## src/design/rtcs_pkg.sv

```systemverilog
// Purpose: Shared constants and types of the two-wire slave port of the clock chip.
// Assumes: 20 MHz system clock; word addresses are one byte wide.
// Notes: The write-path word packs the word address above the data byte.
package rtcs_pkg;

  // System clock
  localparam int unsigned CLK_HZ = 20_000_000;

  // Byte and address widths
  localparam int unsigned DATA_W = 8;
  localparam int unsigned ADDR_W = 8;
  localparam int unsigned WORD_W = ADDR_W + DATA_W;
  localparam int unsigned ID_W = 7;

  // Register array bounds; the read pointer wraps from the last location to the first
  localparam logic [7:0] LOC_FIRST = 8'h00;
  localparam logic [7:0] LOC_LAST = 8'h19;

  // Bit counter limits within a byte
  localparam logic [2:0] BIT_FIRST = 3'h0;
  localparam logic [2:0] BIT_LAST = 3'h7;

  // Both bus lines idle high; synchroniser reset value
  localparam logic [2:0] LINES_IDLE = 3'h7;

  // Direction bit value that asks for a read
  localparam logic DIR_READ = 1'b1;

  // Cycles after reset during which a start is disregarded
  localparam int unsigned PWRUP_W = 8;
  localparam logic [7:0] PWRUP_CYCLES = 8'h10;

  // Entries of the write-path buffer
  localparam int unsigned WR_DEPTH = 2;

  // Transaction states
  typedef enum logic [3:0] {
    ST_IDLE = 4'h0,
    ST_ADDR = 4'h1,
    ST_ACK_ADDR = 4'h2,
    ST_WORD = 4'h3,
    ST_ACK_WORD = 4'h4,
    ST_DATA = 4'h5,
    ST_ACK_DATA = 4'h6,
    ST_TX = 4'h7,
    ST_MACK = 4'h8,
    ST_WAIT = 4'h9
  } rtcs_state_e;

endpackage

```

## src/design/rtcs_wr_if.sv

```systemverilog
// Purpose: Valid/ready carrier for register-array write words.
// Assumes: One clock domain on both ends.
// Notes: word holds the address in the upper byte, the data in the lower.
`timescale 1ns/1ns
interface rtcs_wr_if;
  import rtcs_pkg::*;

  logic valid;
  logic ready;
  logic [WORD_W-1:0] word;

  // Producer side
  modport src (
    output valid,
    output word,
    input ready
  );

  // Consumer side
  modport snk (
    input valid,
    input word,
    output ready
  );
endinterface

```

## src/design/rtcs_fifo2.sv

```systemverilog
// Purpose: Small valid/ready buffer on the write path to the register array.
// Assumes: Same clock on both sides; srst synchronous, active high.
// Notes: Depth and width shape the storage; full and empty follow the entry count.
`timescale 1ns/1ns
module rtcs_fifo2 #(
  parameter int unsigned WIDTH = 16,
  parameter int unsigned DEPTH = 2
) (
  input wire logic clock, // System clock
  input wire logic srst, // Synchronous reset
  rtcs_wr_if.snk inP, // Filling side
  rtcs_wr_if.src outP // Draining side
);
  localparam int unsigned IW = (DEPTH > 1) ? $clog2(DEPTH) : 1;
  localparam logic [IW:0] CNT_FULL = (IW + 1)'(DEPTH);
  localparam logic [IW-1:0] IDX_LAST = IW'(DEPTH - 1);
  localparam logic [IW-1:0] IDX_ZERO = '0;
  localparam logic [IW:0] CNT_ZERO = '0;

  logic [WIDTH-1:0] mem_r [DEPTH];
  logic [WIDTH-1:0] mem_nxt [DEPTH];
  logic [IW-1:0] wrIdx_r, wrIdx_nxt, rdIdx_r, rdIdx_nxt;
  logic [IW:0] cnt_r, cnt_nxt;
  logic push, pop;

  // Honest full and empty from the count
  assign inP.ready = (cnt_r != CNT_FULL);
  assign outP.valid = (cnt_r != CNT_ZERO);
  assign outP.word = mem_r[rdIdx_r];
  assign push = inP.valid & inP.ready;
  assign pop = outP.valid & outP.ready;

  // Next pointers, count and storage
  always_comb
  begin
    mem_nxt = mem_r;
    wrIdx_nxt = wrIdx_r;
    rdIdx_nxt = rdIdx_r;
    cnt_nxt = cnt_r;
    if (push)
    begin
      mem_nxt[wrIdx_r] = inP.word;
      wrIdx_nxt = (wrIdx_r == IDX_LAST) ? IDX_ZERO : IW'(wrIdx_r + 1'b1);
    end
    if (pop)
      rdIdx_nxt = (rdIdx_r == IDX_LAST) ? IDX_ZERO : IW'(rdIdx_r + 1'b1);
    if (push && !pop)
      cnt_nxt = (IW + 1)'(cnt_r + 1'b1);
    else if (pop && !push)
      cnt_nxt = (IW + 1)'(cnt_r - 1'b1);
  end

  // Register stage; storage needs no reset since empty hides it
  always_ff @(posedge clock)
  begin
    mem_r <= mem_nxt;
    if (srst)
    begin
      wrIdx_r <= IDX_ZERO;
      rdIdx_r <= IDX_ZERO;
      cnt_r <= CNT_ZERO;
    end
    else
    begin
      wrIdx_r <= wrIdx_nxt;
      rdIdx_r <= rdIdx_nxt;
      cnt_r <= cnt_nxt;
    end
  end
endmodule

```

## src/design/rtcs_i2c_slave_port.sv

```systemverilog
// Purpose: Two-wire slave port giving a bus master byte access to the clock register array.
// Assumes: SCL and SDA are sampled by a 20 MHz clock, several samples per SCL phase.
// Notes: SDA is open drain; sdaOut is always low and sdaOe_n low means pulling the line.
// Behaviour
// - Every byte on the link moves most significant bit first.
// - SDA changes only with SCL low; changes with SCL high mark start or stop.
// - After power-up the data line is released until a transfer needs it.
// - Bus is ignored until a start; starts during power-up are disregarded.
// - Master ends each transfer with a stop; device then returns to idle.
// - Sender releases SDA after eight bits; receiver pulls low on the ninth.
// - Device acknowledges valid slave address, word address and each written data byte the write buffer has room for.
// - First byte: seven identifier bits, then direction bit, one meaning read.
// - Seven identifier bits of the slave byte compared with the fixed code; acknowledge only on match.
// - One word address byte follows, or the internal counter supplies it.
// - Address counter starts at location zero after power-up.
// - Write: start, slave byte, word address, one data byte, stop; all acknowledged.
// - Device sends bytes while the master acknowledges; master then issues stop.
// - Read data come from a pointer loaded by the address, advancing per byte.
// - Pointer wraps from the last location to zero and transmission continues.
`timescale 1ns/1ns
module rtcs_i2c_slave_port
  import rtcs_pkg::*;
#(
  parameter logic [ID_W-1:0] DEV_ID = 7'h2A, // Arbitrary value
  parameter logic [PWRUP_W-1:0] POWERUP_CYCLES = PWRUP_CYCLES
) (
  input wire logic clock, // System clock
  input wire logic srst, // Synchronous reset
  input wire logic sclIn, // Serial clock pin level
  input wire logic sdaIn, // Serial data pin level
  output logic sdaOut, // Serial data drive value
  output logic sdaOe_n, // Low while pulling SDA
  output logic [rtcs_pkg::ADDR_W-1:0] rdAddr, // Read pointer into the array
  input wire logic [rtcs_pkg::DATA_W-1:0] rdData, // Array byte at rdAddr
  output logic wrValid, // Write word available
  input wire logic wrReady, // Array takes the word
  output logic [rtcs_pkg::ADDR_W-1:0] wrAddr, // Write location
  output logic [rtcs_pkg::DATA_W-1:0] wrData // Write byte
);
  import rtcs_pkg::*;

  rtcs_wr_if inIf ();
  rtcs_wr_if outIf ();

  rtcs_state_e state_r, state_nxt;
  logic [2:0] sclQ_r, sclQ_nxt, sdaQ_r, sdaQ_nxt;
  logic [DATA_W-1:0] shift_r, shift_nxt;
  logic [2:0] bitCnt_r, bitCnt_nxt;
  logic byteDone_r, byteDone_nxt;
  logic isRead_r, isRead_nxt;
  logic masterAck_r, masterAck_nxt;
  logic sdaOe_n_r, sdaOe_n_nxt;
  logic [ADDR_W-1:0] ptr_r, ptr_nxt;
  logic [PWRUP_W-1:0] puCnt_r, puCnt_nxt;
  logic puDone_r, puDone_nxt;
  logic pushValid;
  logic sclHi, sclRise, sclFall, startEv, stopEv, idMatch;

  // Pointer advance with wrap at the top of the array
  function automatic logic [ADDR_W-1:0] nextLoc(input logic [ADDR_W-1:0] p);
    nextLoc = (p == LOC_LAST) ? LOC_FIRST : ADDR_W'(p + 1'b1);
  endfunction

  // Line events use only the second and third sync stages
  assign sclHi = sclQ_r[1];
  assign sclRise = sclQ_r[1] & ~sclQ_r[2];
  assign sclFall = ~sclQ_r[1] & sclQ_r[2];
  assign startEv = sclQ_r[1] & sclQ_r[2] & sdaQ_r[2] & ~sdaQ_r[1];
  assign stopEv = sclQ_r[1] & sclQ_r[2] & ~sdaQ_r[2] & sdaQ_r[1];
  assign idMatch = (shift_r[DATA_W-1:1] == DEV_ID);

  // Open-drain pin: only ever pulls low
  assign sdaOut = 1'b0;
  assign sdaOe_n = sdaOe_n_r;
  assign rdAddr = ptr_r;

  // Write path through the buffer; the array may stall
  assign inIf.valid = pushValid;
  assign inIf.word = {ptr_r, shift_r};
  assign outIf.ready = wrReady;
  assign wrValid = outIf.valid;
  assign wrAddr = outIf.word[WORD_W-1:DATA_W];
  assign wrData = outIf.word[DATA_W-1:0];

  rtcs_fifo2 #(
    .WIDTH(WORD_W),
    .DEPTH(WR_DEPTH)
  ) rtcs_fifo2_inst (
    .clock(clock),
    .srst(srst),
    .inP(inIf.snk),
    .outP(outIf.src)
  );

  // Synchronisers and power-up hold-off
  always_comb
  begin
    sclQ_nxt = {sclQ_r[1:0], sclIn};
    sdaQ_nxt = {sdaQ_r[1:0], sdaIn};
    puCnt_nxt = puCnt_r;
    puDone_nxt = puDone_r;
    if (!puDone_r)
    begin
      puCnt_nxt = PWRUP_W'(puCnt_r + 1'b1);
      puDone_nxt = (puCnt_nxt >= POWERUP_CYCLES);
    end
  end

  always_ff @(posedge clock)
  begin
    if (srst)
    begin
      sclQ_r <= LINES_IDLE;
      sdaQ_r <= LINES_IDLE;
      puCnt_r <= '0;
      puDone_r <= 1'b0;
    end
    else
    begin
      sclQ_r <= sclQ_nxt;
      sdaQ_r <= sdaQ_nxt;
      puCnt_r <= puCnt_nxt;
      puDone_r <= puDone_nxt;
    end
  end

  // Transaction sequencer; stop and start override every state
  always_comb
  begin
    state_nxt = state_r;
    shift_nxt = shift_r;
    bitCnt_nxt = bitCnt_r;
    byteDone_nxt = byteDone_r;
    isRead_nxt = isRead_r;
    masterAck_nxt = masterAck_r;
    sdaOe_n_nxt = sdaOe_n_r;
    ptr_nxt = ptr_r;
    pushValid = 1'b0;
    if (stopEv)
    begin
      state_nxt = ST_IDLE;
      sdaOe_n_nxt = 1'b1;
      byteDone_nxt = 1'b0;
    end
    else if (startEv && puDone_r)
    begin
      state_nxt = ST_ADDR;
      sdaOe_n_nxt = 1'b1;
      bitCnt_nxt = BIT_FIRST;
      byteDone_nxt = 1'b0;
    end
    else
    begin
      case (state_r)
        ST_ADDR, ST_WORD, ST_DATA:
        begin
          if (sclRise)
          begin
            shift_nxt = {shift_r[DATA_W-2:0], sdaQ_r[1]};
            bitCnt_nxt = 3'(bitCnt_r + 1'b1);
            byteDone_nxt = (bitCnt_r == BIT_LAST);
          end
          else if (sclFall && byteDone_r)
          begin
            byteDone_nxt = 1'b0;
            if (state_r == ST_ADDR)
            begin
              if (idMatch)
              begin
                sdaOe_n_nxt = 1'b0;
                isRead_nxt = (shift_r[0] == DIR_READ);
                state_nxt = ST_ACK_ADDR;
              end
              else
                state_nxt = ST_WAIT;
            end
            else if (state_r == ST_WORD)
            begin
              ptr_nxt = shift_r;
              sdaOe_n_nxt = 1'b0;
              state_nxt = ST_ACK_WORD;
            end
            else if (inIf.ready)
            begin
              // A full buffer refuses the byte rather than losing it
              pushValid = 1'b1;
              ptr_nxt = nextLoc(ptr_r);
              sdaOe_n_nxt = 1'b0;
              state_nxt = ST_ACK_DATA;
            end
            else
              state_nxt = ST_WAIT;
          end
        end
        ST_ACK_ADDR:
        begin
          if (sclFall)
          begin
            bitCnt_nxt = BIT_FIRST;
            if (isRead_r)
            begin
              // Current-address or random read starts at the pointer
              shift_nxt = rdData;
              sdaOe_n_nxt = rdData[DATA_W-1];
              state_nxt = ST_TX;
            end
            else
            begin
              sdaOe_n_nxt = 1'b1;
              state_nxt = ST_WORD;
            end
          end
        end
        ST_ACK_WORD:
        begin
          if (sclFall)
          begin
            sdaOe_n_nxt = 1'b1;
            state_nxt = ST_DATA;
          end
        end
        ST_ACK_DATA:
        begin
          if (sclFall)
          begin
            sdaOe_n_nxt = 1'b1;
            state_nxt = ST_WAIT;
          end
        end
        ST_TX:
        begin
          if (sclFall)
          begin
            if (bitCnt_r == BIT_LAST)
            begin
              // Release for the master's acknowledge; pointer moves on now
              sdaOe_n_nxt = 1'b1;
              ptr_nxt = nextLoc(ptr_r);
              state_nxt = ST_MACK;
            end
            else
            begin
              shift_nxt = {shift_r[DATA_W-2:0], 1'b0};
              sdaOe_n_nxt = shift_r[DATA_W-2];
              bitCnt_nxt = 3'(bitCnt_r + 1'b1);
            end
          end
        end
        ST_MACK:
        begin
          if (sclRise)
            masterAck_nxt = ~sdaQ_r[1];
          else if (sclFall)
          begin
            bitCnt_nxt = BIT_FIRST;
            if (masterAck_r)
            begin
              shift_nxt = rdData;
              sdaOe_n_nxt = rdData[DATA_W-1];
              state_nxt = ST_TX;
            end
            else
              state_nxt = ST_WAIT;
          end
        end
        ST_IDLE, ST_WAIT:
          sdaOe_n_nxt = 1'b1;
        default:
        begin
          state_nxt = ST_IDLE;
          sdaOe_n_nxt = 1'b1;
        end
      endcase
    end
  end

  always_ff @(posedge clock)
  begin
    if (srst)
    begin
      state_r <= ST_IDLE;
      shift_r <= '0;
      bitCnt_r <= BIT_FIRST;
      byteDone_r <= 1'b0;
      isRead_r <= 1'b0;
      masterAck_r <= 1'b0;
      sdaOe_n_r <= 1'b1;
      ptr_r <= LOC_FIRST;
    end
    else
    begin
      state_r <= state_nxt;
      shift_r <= shift_nxt;
      bitCnt_r <= bitCnt_nxt;
      byteDone_r <= byteDone_nxt;
      isRead_r <= isRead_nxt;
      masterAck_r <= masterAck_nxt;
      sdaOe_n_r <= sdaOe_n_nxt;
      ptr_r <= ptr_nxt;
    end
  end

  // Checks on the sequencer
  property p_reset_state;
    @(posedge clock) disable iff (srst)
    $fell(srst) |-> sdaOe_n_r && ptr_r == LOC_FIRST;
  endproperty
  a_reset_state: assert property (p_reset_state) else $error("bad state after reset");

  property p_pwrup_ignore;
    @(posedge clock) disable iff (srst)
    !puDone_r |-> state_r == ST_IDLE && sdaOe_n_r;
  endproperty
  a_pwrup_ignore: assert property (p_pwrup_ignore) else $error("start taken in power-up");

  property p_start_addr;
    @(posedge clock) disable iff (srst)
    startEv && puDone_r && !stopEv |=> state_r == ST_ADDR && bitCnt_r == BIT_FIRST;
  endproperty
  a_start_addr: assert property (p_start_addr) else $error("start not taken");

  property p_stop_idle;
    @(posedge clock) disable iff (srst)
    stopEv |-> ##1 (state_r == ST_IDLE && sdaOe_n_r);
  endproperty
  a_stop_idle: assert property (p_stop_idle) else $error("stop did not idle");

  property p_id_ack;
    @(posedge clock) disable iff (srst)
    state_r == ST_ADDR && sclFall && byteDone_r && idMatch && !startEv && !stopEv
      |=> state_r == ST_ACK_ADDR && !sdaOe_n_r;
  endproperty
  a_id_ack: assert property (p_id_ack) else $error("matching id not acked");

  property p_id_nack;
    @(posedge clock) disable iff (srst)
    state_r == ST_ADDR && sclFall && byteDone_r && !idMatch && !startEv && !stopEv
      |=> state_r == ST_WAIT && sdaOe_n_r;
  endproperty
  a_id_nack: assert property (p_id_nack) else $error("mismatched id drove SDA");

  property p_edge_low;
    @(posedge clock) disable iff (srst)
    !$stable(sdaOe_n_r) && state_r != ST_IDLE && state_r != ST_ADDR |-> !$past(sclHi);
  endproperty
  a_edge_low: assert property (p_edge_low) else $error("SDA moved with SCL high");

  property p_push_ack;
    @(posedge clock) disable iff (srst)
    pushValid |=> state_r == ST_ACK_DATA && !sdaOe_n_r ##1 !sdaOe_n_r;
  endproperty
  a_push_ack: assert property (p_push_ack) else $error("data byte not acked");

  property p_ptr_wrap;
    @(posedge clock) disable iff (srst)
    state_r == ST_TX && sclFall && bitCnt_r == BIT_LAST && ptr_r == LOC_LAST && !startEv
      && !stopEv |=> ptr_r == LOC_FIRST && state_r == ST_MACK;
  endproperty
  a_ptr_wrap: assert property (p_ptr_wrap) else $error("pointer did not wrap");

  property p_ptr_step;
    @(posedge clock) disable iff (srst)
    state_r == ST_TX && sclFall && bitCnt_r == BIT_LAST && ptr_r != LOC_LAST && !startEv
      && !stopEv |=> ptr_r == ADDR_W'($past(ptr_r) + 1'b1);
  endproperty
  a_ptr_step: assert property (p_ptr_step) else $error("pointer did not advance");

  property p_msb_first;
    @(posedge clock) disable iff (srst)
    state_r == ST_ACK_ADDR && isRead_r && sclFall && !startEv && !stopEv
      |=> sdaOe_n_r == $past(rdData[DATA_W-1]) && state_r == ST_TX;
  endproperty
  a_msb_first: assert property (p_msb_first) else $error("first read bit not MSB");
endmodule

```

## config.mk

```make
export PLATFORM = sky130hd
export DESIGN_NAME = rtcs_i2c_slave_port
export DESIGN_NICKNAME = d
export VERILOG_FILES = /design/src/design/rtcs_pkg.sv /design/src/design/rtcs_wr_if.sv /design/src/design/rtcs_fifo2.sv /design/src/design/rtcs_i2c_slave_port.sv
export SDC_FILE = /design/constraint.sdc
export NUM_CORES = 1
export LEC_CHECK = 0
export BUFFER_PORTS_ARGS = -buffer_cell sky130_fd_sc_hd__buf_2
export CORE_MARGIN = 3
export CORE_UTILIZATION = 40
export DETAILED_ROUTE_END_ITERATION = 16
export MAX_ROUTING_LAYER = met4
export PLACE_DENSITY = 0.66
export RECOVER_POWER = 50
export SYNTH_ARGS = -nofsm -noshare
export SYNTH_HDL_FRONTEND = slang
export SYNTH_HIERARCHICAL = 1
export SYNTH_SLANG_ARGS = --single-unit
```

## constraint.sdc

```tcl
create_clock -name clock -period 1.9 [get_ports clock]
set_input_delay 0.38 -clock clock [delete_from_list [all_inputs] [get_ports clock]]
set_output_delay 0.38 -clock clock [all_outputs]
set_load 0.01 [all_outputs]
```

# After elaboration in Yosys (flattened, before gate mapping)
# Cells that the tools add are included.
dict set report op_classes {
  addsub 7
  mul 0
  div 0
  order_cmp 4
  eq_ne 43
  n_shift 0
  muxes 78
  bitwise 19
  reduce_logical 28
}
# cell count
set ops {}
lappend ops {{$mux 8} 16}
lappend ops {{$mux 16} 4}
lappend ops {{$mux 4} 14}
lappend ops {{$ne 3x3->1 const B} 12}
lappend ops {{$bwmux 32} 1}
lappend ops {{$ne 2x2->1 const B} 16}
lappend ops {{$pmux 8 s4} 1}
lappend ops {{$reduce_and 10->1} 3}
lappend ops {{$mux 1} 28}
lappend ops {{$pmux 4 s7} 1}
lappend ops {{$mux 3} 7}
lappend ops {{$add 8x1->8 const B} 2}
lappend ops {{$demux 16 s1} 1}
lappend ops {{$eq 4x3->1 const B} 4}
lappend ops {{$pmux 8 s2} 1}
lappend ops {{$pmux 3 s4} 1}
lappend ops {{$reduce_and 11->1} 1}
lappend ops {{$and 1x1->1} 9}
lappend ops {{$reduce_and 9->1} 1}
lappend ops {{$eq 4x2->1 const B} 2}
lappend ops {{$eq 4x4->1 const B} 2}
lappend ops {{$eq 8x5->1 const B} 1}
lappend ops {{$ge 8x5->1 const B} 1}
lappend ops {{$not 1->1} 8}
lappend ops {{other kinds (27)} 42}
dict set report word_totals {
  regBits 78
  latch_bits 0
  ram_bits 0
  romBits 0
  inputBits 13
  out_inout_bits 27
  wordCells 197
  memories 0
}

# Longest topological paths before layout
# Gate-level depths: netlist of run 1.
dict set report logic_depth {
  depth_word 14
  ltp_mapped 10
  depth_no_buf 8
}

# Cells and area by module
# Netlist of run 1, hierarchy kept.
# module instances cells_per_inst area_per_inst_um2 seq_area_each_um2
set by_module_without_submodules {}
lappend by_module_without_submodules {rtcs_i2c_slave_port 1 323 2598.7 840.8}
lappend by_module_without_submodules {rtcs_fifo2 1 72 1360.1 1041.0}

# Worst setup path after synthesis of run 1
# OpenSTA, ideal clock, no wires.
dict set report synth_path {
  kind {register to register}
  from {reg sclQ_r[2]}
  to {reg rtcs_fifo2_inst.cnt_r[1]}
  t_arrival_ps 1856
  required_ps 1830
  slack_ps -26
  stages_incl_launch_ff 8
  period_less_slack_ps 1926
  cell_sequence {dfxtp_1 > nor2b_1 > nand2_1 > nor2_1 > and2_1 > ha_1 > or3_1 > a21oi_1}
}
dict set report synth_via {
  elab_chain_len 11
}
# item line
set synth_rtl {}
lappend synth_rtl {{start, declared} rtcs_i2c_slave_port.sv:46} ;# logic [2:0] sclQ_r, sclQ_nxt, sdaQ_r, sdaQ_nxt;
lappend synth_rtl {{start signal, assigned} rtcs_i2c_slave_port.sv:120} ;# sclQ_r <= sclQ_nxt;
lappend synth_rtl {{$and 1x1->1} rtcs_i2c_slave_port.sv:67} ;# assign sclFall = ~sclQ_r[1] & sclQ_r[2];
lappend synth_rtl {{$logic_and 1x1->1} rtcs_i2c_slave_port.sv:163} ;# else if (sclFall && byteDone_r)
lappend synth_rtl {{$mux 1} rtcs_i2c_slave_port.sv:163}
lappend synth_rtl {{$mux 1} rtcs_i2c_slave_port.sv:157} ;# if (sclRise)
lappend synth_rtl {{$mux 1} rtcs_i2c_slave_port.sv:154} ;# case (state_r)
lappend synth_rtl {{$mux 1} rtcs_i2c_slave_port.sv:145} ;# else if (startEv && puDone_r)
lappend synth_rtl {{$mux 1 *} rtcs_i2c_slave_port.sv:139} ;# if (stopEv)
lappend synth_rtl {{via inIf.valid} rtcs_wr_if.sv:8} ;# logic valid;
lappend synth_rtl {{$and 1x1->1 *} rtcs_fifo2.sv:30} ;# assign push = inP.valid & inP.ready;
lappend synth_rtl {{via rtcs_fifo2_inst.push} rtcs_fifo2.sv:24} ;# logic push, pop;
lappend synth_rtl {{$logic_not 1->1} rtcs_fifo2.sv:49} ;# else if (pop && !push)
lappend synth_rtl {{$logic_and 1x1->1} rtcs_fifo2.sv:49}
lappend synth_rtl {{$reduce_bool 2->1 (no source line)} n/a}
lappend synth_rtl {{end signal, assigned} rtcs_fifo2.sv:67} ;# cnt_r <= cnt_nxt;
lappend synth_rtl {{end, declared} rtcs_fifo2.sv:23} ;# logic [IW:0] cnt_r, cnt_nxt;
# The timed path passes the listed nets; every way through them passes the cells marked *.
# A chain may end at the register's enable or synchronous reset.

# Worst setup path after layout of run 1
dict set report layout_path {
  from {reg rtcs_fifo2_inst.rdIdx_r}
  to {out wrData[7] (netlist bit)}
}
dict set report layout_via {
  elab_chain_len 4
}
# item line
set layout_rtl {}
lappend layout_rtl {{start, declared} rtcs_fifo2.sv:22} ;# logic [IW-1:0] wrIdx_r, wrIdx_nxt, rdIdx_r, rdIdx_nxt;
lappend layout_rtl {{start signal, assigned} rtcs_fifo2.sv:66} ;# rdIdx_r <= rdIdx_nxt;
lappend layout_rtl {{$not 1->2 (not written as such)} rtcs_fifo2.sv:29} ;# assign outP.word = mem_r[rdIdx_r];
lappend layout_rtl {{$mux 16 (not written as such) (3 in a row)} rtcs_fifo2.sv:29}
lappend layout_rtl {{end, declared} rtcs_i2c_slave_port.sv:38} ;# output logic [rtcs_pkg::DATA_W-1:0] wrData
# Every way passes these cells. The select of a mux whose other input is x is not followed.

==> metrics, run 1 <==
Post-Syn Area 0.00396 mm^2; mux contribution to synthesized area 0.0664; Synth Warn # 6; status finished clean; setup TNS 0 ns; final setup fails 0; Sink Count 78; Synth top area share 0.243; largest family of logic cells by synthesized area simple AND/OR/NAND/NOR gates; CTS buffer count 9; pwr dens 633 mW/mm^2; Via density 5.31; Final Hold Viols 0; dpl hpwl 6570 um; Max Cap Violations 0; layout cells sized above 1 0.286; synth-to-layout area growth 20.6%; CTS Buffer Depth 2; design area 0.00477 mm^2; Clock transition at path regs 0.10 ns; Synth Flop Type dfxtp_1; Post-Synth Adder-Cell Area 0.0190; Reg power frac 0.576; 1st-iter DRT viols 185; Std-Cell Rows 35; Syn Inst Count 395; core area 0.00942 mm^2; ys async rst share 0; P_sw 0.000748 W; total global routing overflow 0; routability cong. 0.902; Die Width 105 um; fin crit share 0.955; hold_buf cts 0; Comb pwr share 0.025; Hold WC Path Type in -> reg; cell taking the most area after synthesis edfxtp_1; Synth Area in XOR/XNOR 0.0310; antenna cells 0; Clk Latency, worst-skew pair 0.36 ns; CP Capture Type output pin; crit start category register; largest net degree at the start of global routing 24; Worst-Margin Slew 0.730 ns; die height 105 um; synth unique cells 70; vias in the first global route 2,975; Tmin final 1.81 ns; filler cell count 882; Vias 3,215; wirelength, routed 9060 um; fmax 551 MHz; Internal 0.00227 W; first-pass GRT wire length 15,000 um; Post-Synth Simple-Gate Area 0.195; Final Max Slew Viols 0; largest cells by area after synthesis edfxtp_1 24%, dfxtp_1 23%, mux2_2 4.8%; slew margin rel. 0.513; sw frac 0.248; H-Tree Depth 3; clk root buf clkbuf_8; WL per Instance 15.0 um; crit path kind reg -> out; Global Route Usage Sum 0.171; Post-synth EDFFs 32; syn nets 414; syn_area_per_cell 10.0 um^2; I/O pin total 40; initial antenna violation count 0; Port Buffers 38; Synth Area in Compound Gates 0.172; most numerous cell in the Yosys netlist dfxtp_1; placed instance area 0.00456 mm^2; Post-Route Skew 0.00990 ns; drt pass-1 iters 5; DRC Markers 0; WP data required 1.52 ns; CP arrival 1.43 ns; Yosys reg bits 78; Initial Util 0.420; TritonCTS clock tree done; register area share after synthesis 0.475; VDD IR-drop max 448 uV; CP Max Fanout 16; DIE AREA 0.0111 mm^2; Antenna Nets Post-Route 0; Leakage 1.74 nW; Final #Nets 490; Clock Power Share 0.398; synth cell count leaders 46 x dfxtp_1, 38 x nand2_1, 33 x nor2_1
[layer usage]
metal,vias to the layer above,global-route usage,share of wire,wire [um]
met3,16,0.0398,0.053,483
li1,1590,-,-,-
met5,-,-,0,0
met1,1513,0.220,0.46,4140
met4,0,0.0459,0.013,116
met2,96,0.270,0.48,4320
[power groups by stage]
stage / clock, W / combinational (W) / sequential [W]
2_1_floorplan: 0 / 0.0000411 / 0.00178
3_3_place_gp: 0 / 0.0000774 / 0.00178
3_5_place_dp: 0 / 0.0000769 / 0.00178
4_1_cts: 0.00124 / 0.0000773 / 0.00174
5_1_grt: 0.00131 / 0.0000852 / 0.00174
6_report: 0.00120 / 0.0000765 / 0.00174
[flip-flops by register name (all words and copies together) (netlist names)]
register,flops
rtcs_fifo2_inst/rdIdx_r,1
rtcs_fifo2_inst/cnt_r,2
rdAddr,8
state_r,4
rtcs_fifo2_inst/wrIdx_r,1
sdaQ_r,3
rtcs_fifo2_inst/mem_r,32
byteDone_r,1
masterAck_r,1
bitCnt_r,3
sclQ_r,3
puCnt_r,8
isRead_r,1
shift_r,8
puDone_r,1
sdaOe_n,1
[logic make-up after synthesis]
family,Yosys count
simple gates,146
flops,78
compound gates,95
fa+ha+maj,6
xor+xnor,14
mux,24
buf+inv,31
other cells,1
[metrics by stage]
step / utilization / hold WS (ns) / total power, W / cells / setup slack [ns]
2_1_floorplan: - / 0.389 / 0.00182 / 395 / 0.0159
3_3_place_gp: 0.484 / 0.392 / 0.00186 / 585 / -0.0638
3_5_place_dp: 0.484 / 0.399 / 0.00186 / 585 / -0.0942
4_1_cts: 0.505 / 0.190 / 0.00306 / 601 / 0.00327
5_1_grt: 0.507 / 0.200 / 0.00313 / 605 / -0.0116
6_report: 0.507 / 0.206 / 0.00302 / 605 / 0.0862
[path summary, 6_finish.rpt]
kind / from / endpoint / slack, ns / cells past startpoint
setup / recovery: rtcs_fifo2_inst/rdIdx_r / wrData[7] / 0.09 / 3
hold / removal: sdaIn / sdaQ_r[0] / 0.21 / 2
setup reg to reg: state_r[1] / shift_r[5] / 0.09 / 7
hold reg to reg: sclQ_r[0] / sclQ_r[1] / 0.42 / 1
[cell type report]
type,instances,area (um^2),area share
multi-input cells,286,1970,0.412
clock buffers,9,124,0.0259
well taps,129,161,0.0338
clock inverters,7,63.8,0.0134
repair buffers,89,541,0.113
inverters,7,26.3,0.00550
flip-flops and latches,78,1890,0.396
[cell usage in the layout, fill, tap and decap left out, types with 9 or more instances in the layout]
cell type,instances
nand2_1,38
buf_4,39
buf_2,29
dfxtp_1,42
a21oi_1,24
edfxtp_1,32
clkbuf_1,19
o21ai_0,16
nor2_1,32
nor3_1,10
nand3_1,9
mux2_2,17
clkbuf_8,9
[what timing repair did]
item                                    CTS  global route
gates resized for setup                   4            15
pin swaps                                 1             4
buffers inserted                          0             4
endpoints found under the setup margin   13            37
[worst max-delay path, cell delays in order (launching register included)]
cell and delay, ns:
dfxtp_1 0.38, buf_6 0.20, mux2_2 0.35, buf_2 0.14
Power figures use the tool's default switching activity.
==> run 2, diff against run 1 <==
MAX_ROUTING_LAYER = default   (was met4)
PLACE_DENSITY = 0.64   (was 0.66)
SLEW_MARGIN = 20   (was default)
clock period = 1.75 ns   (was 1.9 ns; I/O delays follow)
==> run 2 against run 1 <==
Net effect: the flow now finishes with violations (setup timing); critical path depth up 4; hold slack got worse by 0.025 ns; largest power group unchanged; clock power rose by 16%; highest routed layer unchanged; critical endpoint is now shift_r[3].
==> metrics, run 2 (synthesis results as in run 1) <==
Fin Hold WS 0.181 ns; DIE AREA 0.0111 mm^2; CP Max Fanout 14; CP startpoint state_r[3]; reg-to-reg startpoint state_r[3]; 1st-iter DRT viols 117; initial antenna violation count 0; Cells after DPL 606; Post-Route Skew 0.00854 ns; Largest register FFs 32; failing checks setup timing; crit start category register; WP data required 2.02 ns; CTS buffer count 9; layout cells sized above 1 0.370; H-Tree Depth 3; wirelength, routed 9370 um; highest routed layer met4; Final Hold Viols 0; crit path kind reg -> reg; DRT met1 WL 4220 um; synth-to-layout area growth 30.6%; post-route setup slack -0.0302 ns; die height 105 um; first-pass GRT wire length 15,800 um; largest net degree at the start of global routing 21; met3 WL 440 um; CP Capture Type register; total global routing overflow 0; routability cong. 0.841; Final #Nets 514; clk root buf clkbuf_8; VDD IR-drop max 289 uV; status complete, but fails checks; crit path to shift_r[3]; Hold WC Path Type in -> reg; final setup fails 4; I/O pin total 40; Clock transition at path regs 0.09 ns; Antenna Nets Post-Route 0; Port Buffers 38; Global Route Usage Sum 0.173; r2r setup slk -0.03 ns; Reg2Reg Depth 7; placed instance area 0.00477 mm^2; Std-Cell Rows 35; Initial Util 0.420; Final Max Slew Viols 0; worst flop-to-flop path endpoint shift_r[3]; RSZ-0062 raised after global routing true; design area 0.00517 mm^2; TritonCTS clock tree done; Tmin final 1.78 ns; Via density 5.24; Max Cap Violations 0; CP arrival 2.05 ns; Largest Register rtcs_fifo2_inst/mem_r; core area 0.00942 mm^2; Clk Latency, worst-skew pair 0.34 ns; pre-CTS setup slack -0.128 ns; Vias 3,295; vias in the first global route 3,282; Die Width 105 um; fmax 562 MHz; fin crit share 1.02; hold_buf cts 0; pwr dens 651 mW/mm^2; DRC Markers 0; most frequent cells in the layout 55 x buf_4, 40 x dfxtp_1, 37 x nand2_1; final cell count without fillers 629; DR WL met2 4620 um; dpl hpwl 6770 um; commonest non-fill, non-tap cell in the layout buf_4; drt pass-1 iters 4; CTS Buffer Depth 2; final core occ 0.549; antenna cells 0; WL per Instance 14.9 um; Sink Count 78; Leakage 1.93 nW
[run 2: cell count changes in the layout (fill, tap and decap cells not counted), sizes merged]
cell	delta
clkinv	+3
buf	+29
bufinv	+1
clkbuf	-5
inv	-2
clkinvlp	-2
[run 2: where the power goes]
| group | switching, W | total, W | leakage (nW) | internal, W |
|---|---|---|---|---|
| logic | 0.0000488 | 0.0000834 | 1.15 | 0.0000346 |
| clock network | 0.000711 | 0.00139 | 0.106 | 0.000682 |
| registers | 0.00000847 | 0.00189 | 0.674 | 0.00188 |
| total | 0.000769 | 0.00337 | 1.93 | 0.00260 |
[run 2: through the flow]
| stage | TNS [ns] | power [W] |
|---|---|---|
| 6_report | -0.0719 | 0.00337 |
| 2_1_floorplan | -0.0418 | 0.00198 |
| 5_1_grt | -0.827 | 0.00350 |
| 3_3_place_gp | -0.851 | 0.00201 |
| 3_5_place_dp | -1.45 | 0.00202 |
| 4_1_cts | -0.0793 | 0.00341 |
[run 2: worst min path at each step]
stage	cells past startpoint	slack, ns	start	to
final	2	0.18	sclIn	sclQ_r[0]
after global routing	2	0.18	sclIn	sclQ_r[0]
after CTS	2	0.17	sdaIn	sdaQ_r[0]
after detailed placement	1	0.40	sclQ_r[0]	sclQ_r[1]
after global placement	1	0.39	sdaQ_r[0]	sdaQ_r[1]
after floorplan	1	0.39	sclQ_r[0]	sclQ_r[1]
[run 2: area by class of cell]
class,count,area [um^2]
clock buffers,9,124
clock inverters,7,81.3
fillers,843,4250
inverters,7,26.3
multi-input cells,286,2090
flip-flops and latches,78,1900
well taps,129,161
repair buffers,113,787
[run 2: worst max-delay path, cell delays in order (launching register included)]
cell and delay, ns:
dfxtp_4 0.39, buf_6 0.10, or4b_4 0.51, o21ai_4 0.10
a2bb2oi_4 0.19, buf_8 0.16, o21ai_1 0.09, a21oi_2 0.16
[run 2: timing repair]
action | CTS | global route
cloned | 1 | 0
gates resized for setup | 23 | 32
buffers inserted | 4 | 2
pin swaps | 8 | 15
endpoints found under the setup margin | 41 | 37
[run 2: layer usage]
layer / track usage / vias to the layer above
li1: - / 1637
met1: 0.219 / 1568
met2: 0.297 / 80
met3: 0.0355 / 10
met4: 0.0497 / 0
met5: 0 / -
==> run 3, diff against run 2 <==
ABC_AREA = 1   (was default)
==> run 3 against run 2 <==
Net effect: the run now ends clean; power grew 21%; global-route usage down 0.30 points; clock skew rose by 0.0061 ns; largest cell class unchanged.
==> metrics, run 3 <==
die height 106 um; total global routing overflow 0; wirelength, routed 9450 um; DRC Markers 0; Final #Nets 624; Post-synth EDFFs 32; final core occ 0.519; hold endpoint sdaQ_r[0]; synth cell count leaders 160 x nand2_1, 83 x nor2_1, 48 x inv_1; Tmin final 1.70 ns; r2r setup slk 0.05 ns; Die Width 106 um; Clk Latency, worst-skew pair 0.35 ns; TritonCTS clock tree done; post-route setup slack 0.0475 ns; pwr dens 828 mW/mm^2; synth-to-layout area growth 23.0%; final setup fails 0; I/O pin total 40; Port Buffers 38; ys async rst share 0; Max Cap Violations 0; Hold WC Path Type in -> reg; synth unique cells 36; crit path kind reg -> reg; drt pass-1 iters 4; vias in the first global route 3,279; WP data required 1.81 ns; Via density 4.88; Leakage 2.20 nW; fmax 587 MHz; HP Start sdaIn; Worst-Margin Slew 0.711 ns; initial antenna violation count 0; Final Max Slew Viols 0; RSZ-0062 raised after global routing true; Synth Warn # 6; CP arrival 1.76 ns; Syn Inst Count 531; H-Tree Depth 3; crit start category register; register area share after synthesis 0.469; syn_area_per_cell 7.55 um^2; Fin Hold WS 0.171 ns; reg-to-reg startpoint state_r[0]; largest cells by area after synthesis edfxtp_1 24%, dfxtp_1 23%, nand2_1 15%; most frequent cells in the layout 152 x nand2_1, 77 x nor2_1, 45 x inv_1; pre-CTS setup slack -0.0268 ns; 1st-iter DRT viols 131; layout cells sized above 1 0.241; Synth top area share 0.240; hold_buf cts 0; DIE AREA 0.0113 mm^2; Global Route Usage Sum 0.170; Yosys reg bits 78; CTS Buffer Depth 2; setup TNS 0 ns; Initial Util 0.422; worst flop-to-flop path endpoint rtcs_fifo2_inst/mem_r[23]; Largest Register rtcs_fifo2_inst/mem_r; commonest non-fill, non-tap cell in the layout nand2_1; VDD IR-drop max 447 uV; Clock transition at path regs 0.09 ns; Sink Count 78; most numerous cell in the Yosys netlist nand2_1; Synth Flop Type dfxtp_1; antenna cells 0; dpl hpwl 6920 um; Post-Syn Area 0.00401 mm^2; Std-Cell Rows 35; fin crit share 0.973; Final Hold Viols 0; WL per Instance 12.8 um; CP Capture Type register; Antenna Nets Post-Route 0; CP Max Fanout 16; filler cell count 913; Post-Route Skew 0.0147 ns; CTS buffer count 9; clk root buf clkbuf_8; syn nets 550; core area 0.00950 mm^2; Reg2Reg Depth 8; Largest register FFs 32; routability cong. 0.881; status finished clean; hold path depth 2; Vias 3,603; largest net degree at the start of global routing 19; first-pass GRT wire length 15,500 um; slew margin rel. 0.526; cell taking the most area after synthesis edfxtp_1
## run 3: cell count changes after synthesis, moves of 9 or more
cell	change
mux2_2	-17
nand2_1	+122
nor2b_1	-9
nand3_1	+23
inv_1	+41
nor2_1	+50
clkbuf_1	-10
## run 3: per-layer routing
metal	up-vias	track usage	wire (um)
li1	1854	-	-
met5	-	0	0
met1	1655	0.214	4280
met4	0	0.0555	189
met3	20	0.0401	387
met2	74	0.287	4590
## run 3: through the flow
stage	std cells	cell area [um^2]	total power, W
after global routing	739	4930	0.00430
after detailed placement	716	4590	0.00274
final	739	4930	0.00408
after CTS	732	4810	0.00412
after floorplan	531	4060	0.00254
after global placement	716	4590	0.00272
## run 3: cell type report
type,instances,area [um^2],area share
timing repair buffer,75,498,0.101
clock buffer,9,124,0.0251
multi-input combinational,383,1950,0.396
clock inverter,7,78.8,0.0160
inverter,58,225,0.0457
sequential,78,1890,0.383
tap,129,161,0.0327
## run 3: logic make-up (layout without fill, tap and decap cells)
| group | Yosys count | after routing | synth area share |
|---|---|---|---|
| buf+inv | 71 | 149 | 0.0793 |
| other cells | 1 | 1 | 0.000935 |
| simple gates | 320 | 321 | 0.354 |
| compound gates | 48 | 48 | 0.0624 |
| fa+ha+maj | 6 | 6 | 0.0187 |
| flops | 78 | 78 | 0.469 |
| xor+xnor | 7 | 7 | 0.0153 |
## run 3: timing repair
item,in CTS,in global routing
setup endpoints to repair,35,58
hold endpoints to repair,0,0
buffers inserted,0,6
pin swaps,0,10
gates cloned,0,1
resized for setup,5,28
## run 3: critical path, cell delays in order (launching register included)
cell and delay (ns):
dfxtp_4 0.41, inv_4 0.05, nor2_4 0.10, nand2_2 0.06
nor4_4 0.29, nand2_4 0.11, buf_12 0.14, nor2_4 0.09
buf_12 0.16
## run 3: power breakdown
| part | leakage (nW) | internal [W] | total, W | switching [W] |
|---|---|---|---|---|
| clock | 0.0929 | 0.000673 | 0.00138 | 0.000703 |
| sequential | 0.675 | 0.00199 | 0.00208 | 0.0000968 |
| combinational | 1.43 | 0.000242 | 0.000623 | 0.000381 |
| total | 2.20 | 0.00290 | 0.00408 | 0.00118 |
## run 3: worst max path at each step
stage          startpoint                         to  slack (ns)  depth (start not counted)
3_3_place_gp   state_r[3]  rtcs_fifo2_inst/mem_r[19]        0.04                          8
6_report       state_r[0]  rtcs_fifo2_inst/mem_r[23]        0.05                          8
2_1_floorplan  state_r[1]   rtcs_fifo2_inst/cnt_r[1]       0.006                         14
4_1_cts        state_r[0]   rtcs_fifo2_inst/cnt_r[1]       0.003                         13
5_1_grt        state_r[0]  rtcs_fifo2_inst/mem_r[30]       -0.04                          8
3_5_place_dp   state_r[3]   rtcs_fifo2_inst/cnt_r[1]       -0.03                         12
